**src/include/mpf_pkg.sv**
```systemverilog
// mpf_pkg: register map, field layout, reset values and timing of the pause flow unit
// assumes one 25 MHz pclk shared by the APB slave and the MAC datapath

package mpf_pkg;

   ////////////////////////////////////////////////////////////////////////////////
   // register indices; byte address is four times the index
   localparam logic [7:0]  MODE_IDX  = 8'h00;
   localparam logic [7:0]  STAT_IDX  = 8'h01;
   localparam logic [7:0]  FLOW_IDX  = 8'h08;
   localparam logic [7:0]  MODE_ADDR = {MODE_IDX[5:0], 2'b00};
   localparam logic [7:0]  STAT_ADDR = {STAT_IDX[5:0], 2'b00};
   localparam logic [7:0]  FLOW_ADDR = {FLOW_IDX[5:0], 2'b00};

   ////////////////////////////////////////////////////////////////////////////////
   // field positions
   localparam int unsigned PT_MSB    = 31;
   localparam int unsigned PT_LSB    = 16;
   localparam int unsigned PASS_BIT  = 2;
   localparam int unsigned FLOW_CTRL_ENABLE_BIT  = 1;
   localparam int unsigned BUSY_BIT  = 0;
   localparam int unsigned FD_BIT    = 0;
   localparam int unsigned TXEN_BIT  = 1;
   localparam int unsigned SPD_BIT   = 2;
   localparam int unsigned HOLD_BIT  = 0;
   localparam int unsigned REM_LSB   = 16;

   ////////////////////////////////////////////////////////////////////////////////
   // reset values
   localparam logic [31:0] FLOW_RST  = 32'h0000_0000;
   localparam logic [31:0] MODE_RST  = 32'h0000_0000;

   ////////////////////////////////////////////////////////////////////////////////
   // timing: one pause quantum is one slot time of 512 bit times
   localparam int unsigned CLK_NS     = 40;
   localparam int unsigned SLOT_BITS  = 512;
   localparam int unsigned BIT_NS_100 = 10;
   localparam int unsigned BIT_NS_10  = 100;
   localparam logic [10:0] QCYC_100   = 11'(SLOT_BITS * BIT_NS_100 / CLK_NS);
   localparam logic [10:0] QCYC_10    = 11'(SLOT_BITS * BIT_NS_10 / CLK_NS);

   ////////////////////////////////////////////////////////////////////////////////
   typedef enum logic [1:0] {
      ST_IDLE  = 2'b00,
      ST_FRAME = 2'b01,
      ST_BACKP = 2'b10
   } mpf_tx_state_t;

   typedef enum logic [1:0] {
      SEL_NONE = 2'b00,
      SEL_MODE = 2'b01,
      SEL_STAT = 2'b10,
      SEL_FLOW = 2'b11
   } mpf_sel_t;

   function automatic mpf_sel_t mpf_decode(input logic [7:0] addr);
      mpf_sel_t sel;
      sel = SEL_NONE;
      if (addr == MODE_ADDR) begin
         sel = SEL_MODE;
      end else if (addr == STAT_ADDR) begin
         sel = SEL_STAT;
      end else if (addr == FLOW_ADDR) begin
         sel = SEL_FLOW;
      end
      return sel;
   endfunction

endpackage

```
**src/include/mpf_quanta_if.sv**
```systemverilog
// mpf_quanta_if: load and status lines between flow control and its pause timer
// assumes both ends sit on the same pclk
interface mpf_quanta_if;
   logic        load;
   logic [15:0] quanta;
   logic        speed_100;
   logic        paused;
   logic [15:0] remaining;

   modport ctl (output load, output quanta, output speed_100,
                input paused, input remaining);
   modport tmr (input load, input quanta, input speed_100,
                output paused, output remaining);
endinterface

```
**src/logic/mpf_quanta_timer.sv**
```systemverilog
// mpf_quanta_timer: counts pause quanta of one slot time each
// assumes load is a single-cycle pulse from the flow control block on pclk
module mpf_quanta_timer
   import mpf_pkg::*;
(
   input wire logic pclk,
   input wire logic presetn,
   mpf_quanta_if.tmr q
);

   logic [15:0] quanta_reg;
   logic [10:0] cyc_reg;
   logic [10:0] slot_cyc;

   assign slot_cyc    = q.speed_100 ? QCYC_100 : QCYC_10;
   assign q.paused    = (quanta_reg != 16'h0000);
   assign q.remaining = quanta_reg;

   ////////////////////////////////////////////////////////////////////////////////
   // a new pause frame restarts the interval, even mid-count
   always_ff @(posedge pclk or negedge presetn) begin
      if (!presetn) begin
         quanta_reg <= 16'h0000;
         cyc_reg    <= 11'h000;
      end else if (q.load) begin
         quanta_reg <= q.quanta;
         cyc_reg    <= slot_cyc;
      end else if (quanta_reg != 16'h0000) begin
         if (cyc_reg == 11'h001) begin
            quanta_reg <= quanta_reg - 16'h0001;
            cyc_reg    <= slot_cyc;
         end else begin
            cyc_reg    <= cyc_reg - 11'h001;
         end
      end
   end
endmodule

```
**src/logic/mpf_flow_ctrl.sv**
```systemverilog
// mpf_flow_ctrl: pause and backpressure flow control with its APB register set
// assumes the MAC transmit and receive logic run on pclk; no input needs synchronising
//
// Implementation choice: the APB interface to the registers.
module mpf_flow_ctrl
   import mpf_pkg::*;
(
   input  wire logic        pclk,
   input  wire logic        presetn,
   input  wire logic        psel,
   input  wire logic        penable,
   input  wire logic        pwrite,
   input  wire logic [7:0]  paddr,
   input  wire logic [31:0] pwdata,
   output wire logic        pready,
   output logic      [31:0] prdata,
   output wire logic        pslverr,
   input  wire logic        pause_tx_req,
   input  wire logic        bp_req,
   input  wire logic        tx_pause_done,
   output logic             tx_pause_start,
   output wire logic [15:0] tx_pause_time,
   output wire logic        backpressure,
   output wire logic        tx_hold,
   input  wire logic        rx_frame_end,
   input  wire logic        rx_good,
   input  wire logic        rx_is_pause,
   input  wire logic [15:0] rx_pause_time,
   input  wire logic        rx_addr_pass,
   input  wire logic        rx_filter_override,
   output logic             rx_status_valid,
   output logic             rx_status_filter,
   output logic             rx_status_ctrl
);

   ////////////////////////////////////////////////////////////////////////////////
   // register state
   logic [15:0]   pause_time_field_reg;
   logic          pass_control_frames_reg;
   logic          flow_ctrl_enable_reg;
   logic          full_duplex_reg;
   logic          tx_enable_reg;
   logic          speed_100_reg;
   logic          err_reg;
   mpf_tx_state_t state_reg;
   mpf_tx_state_t state_next;

   logic          setup_phase;
   logic          access_wr;
   mpf_sel_t      wr_sel;
   mpf_sel_t      rd_sel;
   logic          flow_ctrl_busy;
   logic          ctrl_seen;
   logic          pause_hit;
   logic          frame_go;
   logic          backp_ok;
   logic [31:0]   rd_value;

   mpf_quanta_if  qif ();

   ////////////////////////////////////////////////////////////////////////////////
   // apb slave: zero wait states, read data captured in the setup cycle
   assign setup_phase = psel && !penable;
   assign access_wr   = psel && penable && pwrite;
   assign wr_sel      = mpf_decode(paddr);
   assign rd_sel      = mpf_decode(paddr);
   assign pready      = 1'b1;
   assign pslverr     = psel && penable && err_reg;

   always_comb begin
      rd_value = 32'h0000_0000;
      case (rd_sel)
         SEL_FLOW: begin
            rd_value[PT_MSB:PT_LSB] = pause_time_field_reg;
            rd_value[PASS_BIT]      = pass_control_frames_reg;
            rd_value[FLOW_CTRL_ENABLE_BIT]      = flow_ctrl_enable_reg;
            rd_value[BUSY_BIT]      = flow_ctrl_busy;
         end
         SEL_MODE: begin
            rd_value[FD_BIT]   = full_duplex_reg;
            rd_value[TXEN_BIT] = tx_enable_reg;
            rd_value[SPD_BIT]  = speed_100_reg;
         end
         SEL_STAT: begin
            rd_value[HOLD_BIT]       = qif.paused;
            rd_value[REM_LSB +: 16]  = qif.remaining;
         end
         default: begin
            rd_value = 32'h0000_0000;
         end
      endcase
   end

   always_ff @(posedge pclk or negedge presetn) begin
      if (!presetn) begin
         prdata  <= 32'h0000_0000;
         err_reg <= 1'b0;
      end else if (setup_phase) begin
         prdata  <= pwrite ? 32'h0000_0000 : rd_value;
         err_reg <= (rd_sel == SEL_NONE);
      end
   end

   ////////////////////////////////////////////////////////////////////////////////
   // flow register; bit 0 is status only, so written data there is dropped
   always_ff @(posedge pclk or negedge presetn) begin
      if (!presetn) begin
         pause_time_field_reg    <= FLOW_RST[PT_MSB:PT_LSB];
         pass_control_frames_reg <= FLOW_RST[PASS_BIT];
         flow_ctrl_enable_reg    <= FLOW_RST[FLOW_CTRL_ENABLE_BIT];
      end else if (access_wr && wr_sel == SEL_FLOW) begin
         pause_time_field_reg    <= pwdata[PT_MSB:PT_LSB];
         pass_control_frames_reg <= pwdata[PASS_BIT];
         flow_ctrl_enable_reg    <= pwdata[FLOW_CTRL_ENABLE_BIT];
      end
   end

   always_ff @(posedge pclk or negedge presetn) begin
      if (!presetn) begin
         full_duplex_reg <= MODE_RST[FD_BIT];
         tx_enable_reg   <= MODE_RST[TXEN_BIT];
         speed_100_reg   <= MODE_RST[SPD_BIT];
      end else if (access_wr && wr_sel == SEL_MODE) begin
         full_duplex_reg <= pwdata[FD_BIT];
         tx_enable_reg   <= pwdata[TXEN_BIT];
         speed_100_reg   <= pwdata[SPD_BIT];
      end
   end

   ////////////////////////////////////////////////////////////////////////////////
   // transmit side: pause frame request or half-duplex backpressure
   assign frame_go = pause_tx_req && tx_enable_reg && full_duplex_reg;
   assign backp_ok = bp_req && flow_ctrl_enable_reg && tx_enable_reg
                     && !full_duplex_reg;

   always_comb begin
      state_next = state_reg;
      case (state_reg)
         ST_IDLE: begin
            if (frame_go) begin
               state_next = ST_FRAME;
            end else if (backp_ok) begin
               state_next = ST_BACKP;
            end
         end
         ST_FRAME: begin
            // a frame already on the line always completes
            if (tx_pause_done) begin
               state_next = ST_IDLE;
            end
         end
         ST_BACKP: begin
            if (!backp_ok) begin
               state_next = ST_IDLE;
            end
         end
         default: begin
            state_next = ST_IDLE;
         end
      endcase
   end

   always_ff @(posedge pclk or negedge presetn) begin
      if (!presetn) begin
         state_reg <= ST_IDLE;
      end else begin
         state_reg <= state_next;
      end
   end

   always_ff @(posedge pclk or negedge presetn) begin
      if (!presetn) begin
         tx_pause_start <= 1'b0;
      end else begin
         tx_pause_start <= (state_reg == ST_IDLE) && frame_go;
      end
   end

   assign flow_ctrl_busy = (state_reg != ST_IDLE);
   assign backpressure   = (state_reg == ST_BACKP);
   assign tx_pause_time  = pause_time_field_reg;

   ////////////////////////////////////////////////////////////////////////////////
   // receive side: decode pause frames and build the per-frame status
   assign ctrl_seen = rx_frame_end && rx_good && rx_is_pause
                      && flow_ctrl_enable_reg;
   assign pause_hit = ctrl_seen && full_duplex_reg;

   // status comes for every frame; the data path never drops anything here
   always_ff @(posedge pclk or negedge presetn) begin
      if (!presetn) begin
         rx_status_valid  <= 1'b0;
         rx_status_filter <= 1'b0;
         rx_status_ctrl   <= 1'b0;
      end else begin
         rx_status_valid <= rx_frame_end;
         rx_status_ctrl  <= ctrl_seen;
         if (!rx_frame_end) begin
            rx_status_filter <= rx_status_filter;
         end else if (rx_filter_override) begin
            rx_status_filter <= rx_addr_pass;
         end else if (ctrl_seen) begin
            rx_status_filter <= pass_control_frames_reg;
         end else begin
            rx_status_filter <= rx_addr_pass;
         end
      end
   end

   ////////////////////////////////////////////////////////////////////////////////
   // pause timer
   assign qif.load      = pause_hit;
   assign qif.quanta    = rx_pause_time;
   assign qif.speed_100 = speed_100_reg;
   assign tx_hold       = qif.paused;

   mpf_quanta_timer i_mpf_quanta_timer (
      .pclk    (pclk),
      .presetn (presetn),
      .q       (qif.tmr)
   );

   // held-cycle count since the last load; saturates so long pauses cannot wrap
   logic [15:0] hold_cnt_reg;

   always_ff @(posedge pclk or negedge presetn) begin
      if (!presetn) begin
         hold_cnt_reg <= 16'h0000;
      end else if (qif.load || !tx_hold) begin
         hold_cnt_reg <= 16'h0000;
      end else if (hold_cnt_reg != 16'hffff) begin
         hold_cnt_reg <= hold_cnt_reg + 16'h0001;
      end
   end
endmodule

```
**config.mk**
```make
export PLATFORM = sky130hd
export DESIGN_NAME = mpf_flow_ctrl
export DESIGN_NICKNAME = d
export VERILOG_FILES = /design/src/include/mpf_pkg.sv /design/src/include/mpf_quanta_if.sv /design/src/logic/mpf_quanta_timer.sv /design/src/logic/mpf_flow_ctrl.sv
export SDC_FILE = /design/constraint.sdc
export NUM_CORES = 1
export LEC_CHECK = 0
export ABC_AREA = 1
export CELL_PAD_IN_SITES_DETAIL_PLACEMENT = 1
export CELL_PAD_IN_SITES_GLOBAL_PLACEMENT = 2
export CORE_MARGIN = 8
export CORE_UTILIZATION = 38
export DETAILED_ROUTE_END_ITERATION = 8
export DONT_BUFFER_PORTS = 1
export GPL_TIMING_DRIVEN = 0
export MAX_ROUTING_LAYER = met4
export PLACE_DENSITY = 0.93
export RECOVER_POWER = 100
export SLEW_MARGIN = 10
export SYNTH_ARGS = -nofsm -noshare
export SYNTH_HDL_FRONTEND = slang
export SYNTH_HIERARCHICAL = 1
export SYNTH_SLANG_ARGS = --single-unit
```
**constraint.sdc**
```tcl
create_clock -name pclk -period 3.85 [get_ports pclk]
set_clock_uncertainty 0.2 [all_clocks]
set_input_delay 0.77 -clock pclk [delete_from_list [all_inputs] [get_ports pclk]]
set_output_delay 0.77 -clock pclk [all_outputs]
set_load 0.02 [all_outputs]
```
==> results.ini <==
[outcome]
outcome=finished with violations
violations=max-capacitance violations, max-slew violations

[detailed_routing]
dr.pass1.iters=4
drt_iter0_drc=191
routed_via_density=4.999
drc=0
vias=3979
wl_per_cell_um=17.06
drt-total-wl_um=13580
ant_nets=0

[clock_network]
cts_resized=0
tritoncts=built
cts.sinks=74
clock-root-buffer=clkbuf_16
cts_made_buffers=9
clk_latency_ns=0.34
clk_pin_slew_ns=0.06
clk_path_buf_depth=2
h-tree-depth=3

[timing]
setup_viol=0
rsz0062_at_grt=no
fin_crit_sh=0.7939
slew_headroom=-0.2767
worst_slew_pin_slew_ns=1.915
fmax_ghz=0.3272
slew_violations=75
hold_violations=0
whs_ns=0.2490
tns_ns=0
min_period_ns=3.057

[pwr]
sequentialPowerShare=0.421
swShare=0.2702
intPower_w=0.001562
leakagePower_nw=2.652
finalPower_w=0.002140
pwr-share-comb=0.109
ir_worst_vdd_v=0.0002505
clockPowerShare=0.470
cellPowerDensity_mw_per_mm2=429.4
p_sw_w=0.0005783

[finish]
finalNonFillerCells=796
regMostFlops=prdata
drive_gt1_frac=0.1263
finalCoreUtilization=0.4201
largest_reg_flops=19
nets=716
final_cell_mix=221 x nand2_1, 74 x dfrtp_1, 64 x nor2_1, 64 x inv_1, 58 x nand3_1
antennaDiodeCount=0
final_common_cell=nand2_1
fillers=1523
area_delta_synth_final_pct=9.064

[yosys]
yosysSeqAreaShare=0.4053
yosys_warnings=6
syn_area_mm2=0.004569
synth_area_per_cell_um2=7.370
synthCells=620
ys_types=34
ys_seq_elements=74

[grt]
grt_pass1_vias=4282
antenna_found_initial=0
grt_pass1_wl_um=22270
grt_max_degree=75
track_usage=0.1811
grt.overflow.total=0

[worst_setup_path]
worstPathRequired_ns=3.87
crit-reg2reg-launch=flow_ctrl_enable_reg$_DFFE_PN0P_
crit_buf_inv=4
endpoint_kind=flop
criticalPathCategory=reg2reg
r2r_end=i_mpf_quanta_timer/q.remaining[1]$_DFFE_PN0P_
crit_path_max_incr_delay_ns=0.71
slowest_stage=nor3_1
crit_fanout=10
crit_arrival_ns=3.07
r2r_cells=9
crit_chain=nand2_1 > nor3_1 > inv_1 > clkbuf_1 > nand2_1 > nand2_1 > inv_6 > buf_8 > o21ai_0
path_delay_family=simple AND/OR/NAND/NOR gates
path_common_cell=nand2_1
start_kind=flop
reg2reg_slack_ns=0.79

[die]
initial_core_util=0.3852
fp-row-count=40
dieArea_mm2=0.01579
die_h_um=125.7
core_region_area_mm2=0.01186
ios=125
die_x_um=125.7

[min_path]
hold_path_class=in2reg
min_to=rx_status_valid$_DFF_PN0_
hp-start=rx_frame_end
hold_depth=0

[placement]
portBuffers=0
dp_cells=779
hpwlAfterDp_um=10350
gp_congestion=0.8377

[run]
cap_violations=1

-- metrics by stage --
step           cell area, um2  setup slack [ns]
2_1_floorplan            4614             1.508
3_3_place_gp             4798            0.9672
3_5_place_dp             4798            0.9424
4_1_cts                  5179            0.9545
5_1_grt                  4984            0.4774
6_report                 4984            0.7933
-- power by group through the flow --
stage	clock network (W)	registers, W	logic (W)
3_5_place_dp	0	0.000912	0.000226
3_3_place_gp	0	0.000910	0.000212
6_report	0.00101	0.000900	0.000234
2_1_floorplan	0	0.000895	0.000191
4_1_cts	0.00103	0.000900	0.000249
5_1_grt	0.00106	0.000906	0.000269
-- logic make-up after synthesis --
kind of cell               after synthesis  share of synthesized area
AOI/OAI and AO/OA                       55                    0.07968
DFF                                     74                     0.4053
other                                    2                   0.001644
buffers and inverters                   99                     0.1112
adders and majority gates                3                   0.008216
xor gates and xnor gates                 2                   0.003834
and+or+nand+nor                        385                     0.3902
-- Yosys cell counts --
library cell  count  area [um2]
nand3b_1          5       37.54
buf_4            16       120.1
nand2_8           2       40.04
xor2_1            2       17.52
inv_1            62       232.7
nand2_2           6       37.54
nand3_1          55       275.3
or2_2             2       12.51
nand4_1           5       31.28
o21ai_1           4       20.02
conb_1            2       7.510
buf_6             7       78.83
nand2_1         219       822.0
dfrtp_1          74        1852
nor2_4            8       90.09
a31oi_1           1       6.260
nand3_4           2       35.03
nor2_2            7       43.79
ha_1              3       37.54
nand2_4           1       11.26
nor2_1           60       225.2
clkbuf_1          2       7.510
nand3_2          10       100.1
o21ai_0          21       105.1
buf_8             1       15.01
and3_1            1       6.260
a21oi_1           5       25.02
nor3_2            1       10.01
inv_6             1       8.760
nor3_1            1       5.000
inv_2             4       15.01
o22ai_1           1       6.260
o21ai_2          23       201.4
buf_2             6       30.03
-- final cells by class --
| type | count | area (um2) | share of cell area |
|---|---|---|---|
| clock buffer | 10 | 239.0 | 0.04795 |
| timing repair buffer | 1 | 5.005 | 0.001004 |
| inverter | 67 | 256.5 | 0.05147 |
| tap | 147 | 183.9 | 0.03691 |
| clock inverter | 6 | 113.9 | 0.02285 |
| sequential | 74 | 1852 | 0.3716 |
| buffer | 32 | 226.5 | 0.04544 |
| multi-input combinational | 459 | 2107 | 0.4228 |
-- layer usage --
metal | global-route usage | wire length [um] | vias up
met5 | - | 0 | -
met1 | 0.2081 | 5767 | 1937
li1 | - | - | 1958
met3 | 0.04008 | 743 | 9
met4 | 0.07307 | 163 | 0
met2 | 0.3023 | 6907 | 75
-- worst register-to-register path, stage by stage (launching register included) --
cell and delay [ns]:
dfrtp_1 0.40, nand2_1 0.09, nor3_1 0.71, inv_1 0.17
clkbuf_1 0.27, nand2_1 0.24, nand2_1 0.37, inv_6 0.22
buf_8 0.16, o21ai_0 0.09
-- repair_timing --
action	in CTS	in global routing
hold buffers	1	0
hold endpoints to repair	74	0
setup buffers	0	0
endpoints found under the setup margin	0	0
-- worst max path at each step --
stage	startpoint	end	slack, ns	cells after the start
after floorplan	rx_good	i_mpf_quanta_timer/q.remaining[12]$_DFFE_PN0P_	1.51	9
after global placement	rx_good	i_mpf_quanta_timer/q.remaining[1]$_DFFE_PN0P_	0.97	10
after detailed placement	rx_good	i_mpf_quanta_timer/q.remaining[7]$_DFFE_PN0P_	0.94	10
after CTS	i_mpf_quanta_timer/q.remaining[0]$_DFFE_PN0P_	tx_hold	0.95	5
after global routing	flow_ctrl_enable_reg$_DFFE_PN0P_	i_mpf_quanta_timer/q.remaining[1]$_DFFE_PN0P_	0.48	10
final	flow_ctrl_enable_reg$_DFFE_PN0P_	i_mpf_quanta_timer/q.remaining[1]$_DFFE_PN0P_	0.79	9
No activity file was read; power rests on OpenSTA's default activity.
